<file path="config.mk">
export PLATFORM = sky130hd
export DESIGN_NAME = panic_aggregator
export DESIGN_NICKNAME = d
export VERILOG_FILES = /design/src/verilog/panic_pkg.sv /design/src/verilog/panic_err_if.sv /design/src/verilog/panic_aggregator.sv /design/src/verilog/panic_gate.sv /design/src/verilog/panic_logger.sv
export SDC_FILE = /design/constraint.sdc
export NUM_CORES = 1
export LEC_CHECK = 0
export BUFFER_PORTS_ARGS = -buffer_cell sky130_fd_sc_hd__buf_2
export CORE_UTILIZATION = 40
export DETAILED_ROUTE_END_ITERATION = 8
export PLACE_DENSITY = 0.59
export SLEW_MARGIN = 40
export SYNTH_ARGS = -nofsm -noshare
export SYNTH_HDL_FRONTEND = slang
export SYNTH_HIERARCHICAL = 1
export SYNTH_SLANG_ARGS = --single-unit
</file>
<file path="constraint.sdc">
create_clock -name pclk -period 6.7 [get_ports pclk]
set_clock_uncertainty 0.15 [all_clocks]
set_input_delay 1.34 -clock pclk [delete_from_list [all_inputs] [get_ports pclk]]
set_output_delay 1.34 -clock pclk [all_outputs]
set_load 0.005 [all_outputs]
</file>
<file path="src/verilog/panic_pkg.sv">
/*
 * Shared constants of the error aggregator: register indices, field positions,
 * reset values and the layout of the source vector.
 * Assumes a 32-bit APB with word-aligned registers at byte address 4 * index.
 */
package panic_pkg;

    localparam int REG_W = 16;
    localparam int SRC_N = 16;
    localparam int ADDR_LSB = 2;

    // Register indices; byte address is four times the index
    localparam logic [15:0] IDX_CLEAR = 16'hf421;
    localparam logic [15:0] IDX_PARITY_SUP = 16'hf422;
    localparam logic [15:0] IDX_SOFT_SUP = 16'hf423;
    localparam logic [15:0] IDX_WD_SUP = 16'hf424;
    localparam logic [15:0] IDX_STACK_SUP = 16'hf425;
    localparam logic [15:0] IDX_LOOP_SUP = 16'hf426;
    localparam logic [15:0] IDX_MASTER = 16'hf427;
    localparam logic [15:0] IDX_CODE = 16'hf428;
    localparam logic [15:0] IDX_IRQ_STATUS = 16'hf450;
    localparam logic [15:0] IDX_IRQ_CLEAR = 16'hf451;
    localparam logic [15:0] IDX_IRQ_ENABLE = 16'hf452;

    // Reset values
    localparam logic [15:0] RST_PARITY_SUP = 16'h0003;
    localparam logic [15:0] RST_SINGLE_SUP = 16'h0000;
    localparam logic [15:0] RST_CLEAR = 16'h0000;
    localparam logic [1:0] RST_IRQ_ENABLE = 2'h0;

    // Source bit positions in the error vector and the code register
    localparam int SRC_SOFT = 15;
    localparam int SRC_LOOP = 14;
    localparam int SRC_STACK = 13;
    localparam int SRC_WD = 12;
    localparam int SRC_PARITY_HI = 11;

    // Single-bit suppress field and the clear trigger bit
    localparam int SUP_BIT = 0;
    localparam int CLEAR_BIT = 0;

    // Interrupt status bits
    localparam int IRQ_N = 2;
    localparam int IRQ_LOGGED = 0;
    localparam int IRQ_LATER = 1;

endpackage

</file>
<file path="src/verilog/panic_err_if.sv">
/*
 * Bundle between the register front end, the suppress gate and the logger.
 * Assumes all three sit on the same clock; the bundle itself holds no state.
 */
`timescale 1ns/100ps
`default_nettype none

interface panic_err_if;
    logic ce;
    logic [15:0] raw_err;
    logic [15:0] suppress;
    logic [15:0] reported;
    logic clear_level;
    logic flag;
    logic [15:0] code;
    logic logged_evt;
    logic later_evt;

    modport gate (input raw_err, input suppress, output reported);
    modport logger (input ce, input reported, input clear_level,
                    output flag, output code, output logged_evt, output later_evt);
    modport front (output ce, output raw_err, output suppress, output clear_level,
                   input reported, input flag, input code, input logged_evt, input later_evt);
endinterface

`default_nettype wire

</file>
<file path="src/verilog/panic_aggregator.sv">
/*
 * Error aggregator top: APB register file, suppress masks, master flag,
 * first-error code and a level interrupt.
 * Assumes error inputs are one-cycle or level signals on pclk, active high.
 */
`timescale 1ns/100ps
`default_nettype none

module panic_aggregator
    import panic_pkg::*;
#(
    parameter int ADDR_W = 18
)
(
    // Clock, reset, enable
    input wire logic pclk,
    input wire logic presetn,
    input wire logic clk_en,
    // APB slave
    input wire logic psel,
    input wire logic penable,
    input wire logic pwrite,
    input wire logic [ADDR_W-1:0] paddr,
    input wire logic [31:0] pwdata,
    input wire logic [3:0] pstrb,
    output logic [31:0] prdata,
    output logic pready,
    output logic pslverr,
    // Error sources
    input wire logic [11:0] parity_err,
    input wire logic soft_err,
    input wire logic wd_err,
    input wire logic stack_err,
    input wire logic loop_err,
    // Status outputs
    output logic panic_flag,
    output logic irq
);

    generate
        if (ADDR_W < 18 || ADDR_W > 32) begin : g_bad_addr
            $error("ADDR_W must be between 18 and 32");
        end
    endgenerate

    panic_err_if eb ();

    panic_gate u_gate (
        .eb(eb)
    );

    panic_logger u_logger (
        .pclk(pclk),
        .presetn(presetn),
        .eb(eb)
    );

    logic [15:0] parity_sup_ff;
    logic [15:0] soft_sup_ff;
    logic [15:0] wd_sup_ff;
    logic [15:0] stack_sup_ff;
    logic [15:0] loop_sup_ff;
    logic [15:0] clear_ff;
    logic [IRQ_N-1:0] irq_status_ff;
    logic [IRQ_N-1:0] irq_enable_ff;
    logic [31:0] prdata_ff;
    logic [IRQ_N-1:0] nxt_irq_status;

    // Word index width; indices are zero-extended for wider address buses
    localparam int IDX_W = ADDR_W - ADDR_LSB;

    // Address decode
    wire [IDX_W-1:0] word_idx = paddr[ADDR_W-1:ADDR_LSB];
    wire aligned = (paddr[ADDR_LSB-1:0] == 2'b00);
    wire hit_clear = aligned && (word_idx == IDX_W'(IDX_CLEAR));
    wire hit_parity = aligned && (word_idx == IDX_W'(IDX_PARITY_SUP));
    wire hit_soft = aligned && (word_idx == IDX_W'(IDX_SOFT_SUP));
    wire hit_wd = aligned && (word_idx == IDX_W'(IDX_WD_SUP));
    wire hit_stack = aligned && (word_idx == IDX_W'(IDX_STACK_SUP));
    wire hit_loop = aligned && (word_idx == IDX_W'(IDX_LOOP_SUP));
    wire hit_master = aligned && (word_idx == IDX_W'(IDX_MASTER));
    wire hit_code = aligned && (word_idx == IDX_W'(IDX_CODE));
    wire hit_istat = aligned && (word_idx == IDX_W'(IDX_IRQ_STATUS));
    wire hit_iclr = aligned && (word_idx == IDX_W'(IDX_IRQ_CLEAR));
    wire hit_ien = aligned && (word_idx == IDX_W'(IDX_IRQ_ENABLE));
    wire hit_any = hit_clear | hit_parity | hit_soft | hit_wd | hit_stack | hit_loop
                 | hit_master | hit_code | hit_istat | hit_iclr | hit_ien;

    // Read data is latched in the setup cycle, so every access with clk_en high takes one wait-free access phase
    wire setup = psel & ~penable;
    wire access = psel & penable;
    wire wr_en = access & pwrite & hit_any & clk_en;

    // Byte-lane merge for the 16-bit registers
    wire [15:0] lane_mask = {{8{pstrb[1]}}, {8{pstrb[0]}}};

    function automatic logic [15:0] merge16(input logic [15:0] old_v, input logic [15:0] new_v,
                                             input logic [15:0] m);
        merge16 = (old_v & ~m) | (new_v & m);
    endfunction

    wire [15:0] wdata16 = pwdata[15:0];

    logic [15:0] rd_mux;
    always_comb begin
        rd_mux = 16'h0000;
        case (1'b1)
            hit_clear: rd_mux = clear_ff;
            hit_parity: rd_mux = parity_sup_ff;
            hit_soft: rd_mux = soft_sup_ff;
            hit_wd: rd_mux = wd_sup_ff;
            hit_stack: rd_mux = stack_sup_ff;
            hit_loop: rd_mux = loop_sup_ff;
            hit_master: rd_mux = {15'h0000, eb.flag};
            hit_code: rd_mux = eb.code;
            hit_istat: rd_mux = {{(16-IRQ_N){1'b0}}, irq_status_ff};
            hit_ien: rd_mux = {{(16-IRQ_N){1'b0}}, irq_enable_ff};
            default: rd_mux = 16'h0000;
        endcase
    end

    // Suppress registers; all 16 bits writable, reserved bits reset to zero
    always_ff @(posedge pclk or negedge presetn) begin
        if (!presetn) begin
            parity_sup_ff <= RST_PARITY_SUP;
            soft_sup_ff <= RST_SINGLE_SUP;
            wd_sup_ff <= RST_SINGLE_SUP;
            stack_sup_ff <= RST_SINGLE_SUP;
            loop_sup_ff <= RST_SINGLE_SUP;
            clear_ff <= RST_CLEAR;
        end else if (wr_en) begin
            if (hit_parity) begin
                parity_sup_ff <= merge16(parity_sup_ff, wdata16, lane_mask);
            end
            if (hit_soft) begin
                soft_sup_ff <= merge16(soft_sup_ff, wdata16, lane_mask);
            end
            if (hit_wd) begin
                wd_sup_ff <= merge16(wd_sup_ff, wdata16, lane_mask);
            end
            if (hit_stack) begin
                stack_sup_ff <= merge16(stack_sup_ff, wdata16, lane_mask);
            end
            if (hit_loop) begin
                loop_sup_ff <= merge16(loop_sup_ff, wdata16, lane_mask);
            end
            if (hit_clear) begin
                clear_ff <= merge16(clear_ff, wdata16, lane_mask);
            end
        end
    end

    // Source vector in code-register order
    assign eb.ce = clk_en;
    assign eb.raw_err = {soft_err, loop_err, stack_err, wd_err, parity_err};
    assign eb.suppress = {soft_sup_ff[SUP_BIT], loop_sup_ff[SUP_BIT], stack_sup_ff[SUP_BIT],
                          wd_sup_ff[SUP_BIT], parity_sup_ff[SRC_PARITY_HI:0]};
    assign eb.clear_level = clear_ff[CLEAR_BIT];

    // Interrupt status: a new event wins over a simultaneous clear
    wire [IRQ_N-1:0] irq_evt = {eb.later_evt, eb.logged_evt};
    wire [IRQ_N-1:0] irq_clr = (wr_en && hit_iclr && pstrb[0]) ? pwdata[IRQ_N-1:0] : {IRQ_N{1'b0}};
    assign nxt_irq_status = (irq_status_ff & ~irq_clr) | irq_evt;

    always_ff @(posedge pclk or negedge presetn) begin
        if (!presetn) begin
            irq_status_ff <= {IRQ_N{1'b0}};
            irq_enable_ff <= RST_IRQ_ENABLE;
        end else if (clk_en) begin
            irq_status_ff <= nxt_irq_status;
            if (wr_en && hit_ien && pstrb[0]) begin
                irq_enable_ff <= pwdata[IRQ_N-1:0];
            end
        end
    end

    always_ff @(posedge pclk or negedge presetn) begin
        if (!presetn) begin
            prdata_ff <= 32'h0000_0000;
        end else if (clk_en && setup) begin
            prdata_ff <= {16'h0000, rd_mux};
        end
    end

    // APB answer; a frozen block holds the access phase
    assign pready = clk_en;
    assign pslverr = access & ~hit_any;
    assign prdata = prdata_ff;

    assign panic_flag = eb.flag;
    assign irq = |(irq_status_ff & irq_enable_ff);

endmodule

`default_nettype wire

</file>
<file path="src/verilog/panic_gate.sv">
/*
 * Per-source suppress gate: each raw error passes only while its suppress bit is 0.
 * Assumes raw errors come from logic on the same clock.
 */
`timescale 1ns/100ps
`default_nettype none

module panic_gate
    import panic_pkg::*;
(
    // Bundle
    panic_err_if.gate eb
);

    // Gating before the OR, so a suppressed error is never remembered
    genvar i;
    generate
        for (i = 0; i < SRC_N; i++) begin : g_src
            assign eb.reported[i] = eb.raw_err[i] & ~eb.suppress[i];
        end
    endgenerate

endmodule

`default_nettype wire

</file>
<file path="src/verilog/panic_logger.sv">
/*
 * Sticky master flag and first-error code, cleared by a rising edge of the clear bit.
 * Assumes reported errors are already gated and on the same clock.
 */
`timescale 1ns/100ps
`default_nettype none

module panic_logger
    import panic_pkg::*;
(
    // Clock and reset
    input wire logic pclk,
    input wire logic presetn,
    // Bundle
    panic_err_if.logger eb
);

    logic flag_ff;
    logic [15:0] code_ff;
    logic clear_prev_ff;
    logic nxt_flag;
    logic [15:0] nxt_code;

    wire any_err = |eb.reported;
    wire clear_rise = eb.clear_level & ~clear_prev_ff;
    wire flag_open = ~flag_ff | clear_rise;

    // A new error in the clearing cycle wins and is logged at once
    assign nxt_flag = any_err ? 1'b1 : (clear_rise ? 1'b0 : flag_ff);
    assign nxt_code = (any_err && flag_open) ? eb.reported : (clear_rise ? 16'h0000 : code_ff);

    always_ff @(posedge pclk or negedge presetn) begin
        if (!presetn) begin
            flag_ff <= 1'b0;
            code_ff <= 16'h0000;
            clear_prev_ff <= 1'b0;
        end else if (eb.ce) begin
            flag_ff <= nxt_flag;
            code_ff <= nxt_code;
            clear_prev_ff <= eb.clear_level;
        end
    end

    assign eb.flag = flag_ff;
    assign eb.code = code_ff;
    assign eb.logged_evt = eb.ce & any_err & flag_open;
    assign eb.later_evt = eb.ce & any_err & ~flag_open;

endmodule

`default_nettype wire

</file>
==> impl_metrics.yaml <==
status:
  outcome: "finished, final reports clean"
worst_setup_path:
  timing.critical_path.mode_cell: "buf_2"
  cp.depth: 6
  required_ps: 5210
  crit_path_end_kind: "primary output"
  slowest_stage: "and4_1"
  worst_path_dominant_cell_family: "simple AND/OR/NAND/NOR gates"
  crit_start: "paddr[11]"
  cp_max_fo: 16
  crit_path_cell_trace: "buf_2 > nor4b_4 > and4_1 > and2_1 > nor3_1 > buf_2"
  start_kind: "primary input"
  critPathArrivalTime_ps: 3110
  critPathMaxStageDelay_ps: 660
  path_buf_inv: 2
  reg2reg_depth: 6
  crit_type: "primary input to primary output"
synthesis:
  yosysSeqAreaShare: 0.4859
  synth_warnings: 6
  ys_async_sr_fraction: 1.000
  syn-cell-area_um2: 6907
  synth_flop_cell: "dfrtp_1"
  netlist-cell-type-count: 52
  synth_cells: 583
  avgSynthCellArea_um2: 11.85
  ys_ff_latch: 134
  synth-edff-count: 0
cts:
  h-tree-depth: 4
  post_cts_buffers: 0
  cts_sinks: 134
  cts_hold_buf: 0
  cts_tree: "yes"
  cts_buffer_depth: 2
  root_buffer: "clkbuf_16"
  cts.reportedPaths.clkPinSlew_ps: 60
  cts_resized: 0
  insertion_delay_ps: 430
  cts_made_buffers: 17
layout:
  regArea_um2: 3356
  diodes: 0
  fill_cells: 1510
  multi_input_area_um2: 3289
  area_growth_pct: 17.34
  layout-drive-gt1-share: 0.4003
  nets: 736
min_path:
  hold-path-cell-count: 1
  hp-class: "flop to flop"
timing:
  finalMaxSlewViolations: 0
  setup_violations: 0
  setup_tns_ps: 0
  relSlewSlack: 0.4071
  min_period_ps: 4597
  whs_ps: 350.6
  rsz0062_at_grt: "no"
  setup_ws_ps: 2103
  min_period_over_period: 0.6861
  max_freq_mhz: 217.5
  finalHoldViolations: 0
  tightest_slew_ps: 884.5
global_routing:
  grt_max_degree: 69
  grt_pass1_wl_mm: 29.41
  antenna_found_initial: 0
  overflow: 0
  grt_pass1_vias: 5096
  grt_use_total: 0.2218
route:
  drt_iter0_markers: 362
  via_per_inst: 5.593
  vias: 4989
  drc_errors: 0
  postRouteAntennaNets: 0
  drtPass1Iterations: 4
  totalWireLength_mm: 18.57
  wire_per_inst_um: 20.82
floorplan:
  start_util: 0.4135
  rows: 47
  die_h_um: 133.4
  io_pins: 112
  core_area_um2: 16700
  fp.dieW_um: 133.4
  dieArea_um2: 17800
place:
  gp_congestion: 0.8753
  port_buffers: 77
  dp_slack_ps: 2112
  place.detailed.hpwl_mm: 13.07
power_and_ir_drop:
  power_leakage_nw: 4.042
  power_density_nw_per_um2: 247.3
  max-vdd-ir-drop_v: 0.0001934
run:
  maxCapViolations: 0
-- worst paths after layout --
| check | endpoint | slack (ps) |
|---|---|---|
| worst max-delay path | pslverr | 2100 |
| worst max register to register | irq_status_ff[0] | 4000 |
| worst min register to register | flop | 350 |
| worst min-delay path | flop | 350 |
| max in group asynchronous | prdata[2] | 4550 |
| min in group asynchronous | asynchronous set/reset pin | 770 |
-- synth_stat cells, types with 7 or more instances --
| cell type | number | area, um^2 |
|---|---|---|
| nand3_1 | 12 | 60.06 |
| buf_4 | 18 | 135.1 |
| a21oi_1 | 28 | 140.1 |
| o21ai_0 | 7 | 35.03 |
| clkbuf_1 | 19 | 71.32 |
| a211oi_1 | 9 | 67.56 |
| o2bb2ai_1 | 20 | 175.2 |
| mux2_4 | 8 | 120.1 |
| a31o_2 | 7 | 61.31 |
| mux2i_1 | 26 | 260.3 |
| a22oi_1 | 8 | 60.06 |
| nor2b_4 | 16 | 220.2 |
| inv_1 | 21 | 78.83 |
| nand2_1 | 38 | 142.6 |
| nor2_1 | 25 | 93.84 |
| dfrtp_1 | 132 | 3303 |
| mux2_2 | 100 | 1126 |
| nand4_1 | 7 | 43.79 |
| o22ai_1 | 13 | 81.33 |
-- through the flow --
step	cells	power [W]	utilization	cell area, um^2
floorplan	598	0.0009240	-	6963
global placement	860	0.0009963	0.4454	7438
detailed placement	861	0.001000	0.4469	7463
CTS	892	0.002013	0.4849	8098
global route	892	0.002066	0.4852	8104
finish	892	0.002004	0.4852	8104
-- metal layers --
| layer | global-route usage | vias up | part of all wire |
|---|---|---|---|
| li1 | - | 2257 | - |
| met5 | 0 | - | 0 |
| met1 | 0.3100 | 2521 | 0.45 |
| met2 | 0.3414 | 176 | 0.47 |
| met3 | 0.03843 | 35 | 0.059 |
| met4 | 0.08965 | 0 | 0.023 |
-- placed cells by master, fill, tap and decap left out, types with 7 or more instances in the layout --
master	instances
dfrtp_1	132
mux2_2	100
buf_2	76
nand2_1	38
a21oi_1	28
mux2i_1	26
nor2_1	23
inv_1	21
o2bb2ai_1	20
clkbuf_16	17
conb_1	16
nor2b_4	16
o22ai_1	13
nand3_1	12
a211oi_1	9
buf_4	9
a22oi_1	8
mux2_4	8
nand4_1	7
o21ai_0	7
a31o_2	7
-- power by group --
part | total (W) | switching, W | leakage [nW] | internal, W
logic | 0.000138 | 0.0000850 | 1.93 | 0.0000528
clock network | 0.00102 | 0.000362 | 0.302 | 0.000657
registers | 0.000848 | 0.0000158 | 1.81 | 0.000832
-- cell type report --
class / count / share of cell area
clock inverters: 13 / 0.02532
flip-flops and latches: 134 / 0.4141
clock buffers: 18 / 0.05296
inverters: 21 / 0.009727
multi-input cells: 399 / 0.4059
well taps: 220 / 0.03397
repair buffers: 87 / 0.05805
-- logic make-up after synthesis --
kind of cell           Yosys count  share of synthesized area
AO/OA/AOI/OAI                  103                     0.1045
buffers and inverters           65                    0.04982
other                            1                  0.0005430
AND/OR/NAND/NOR                146                     0.1411
multiplexers                   134                     0.2181
flip-flops                     134                     0.4859
Power figures use the tool's default switching activity.
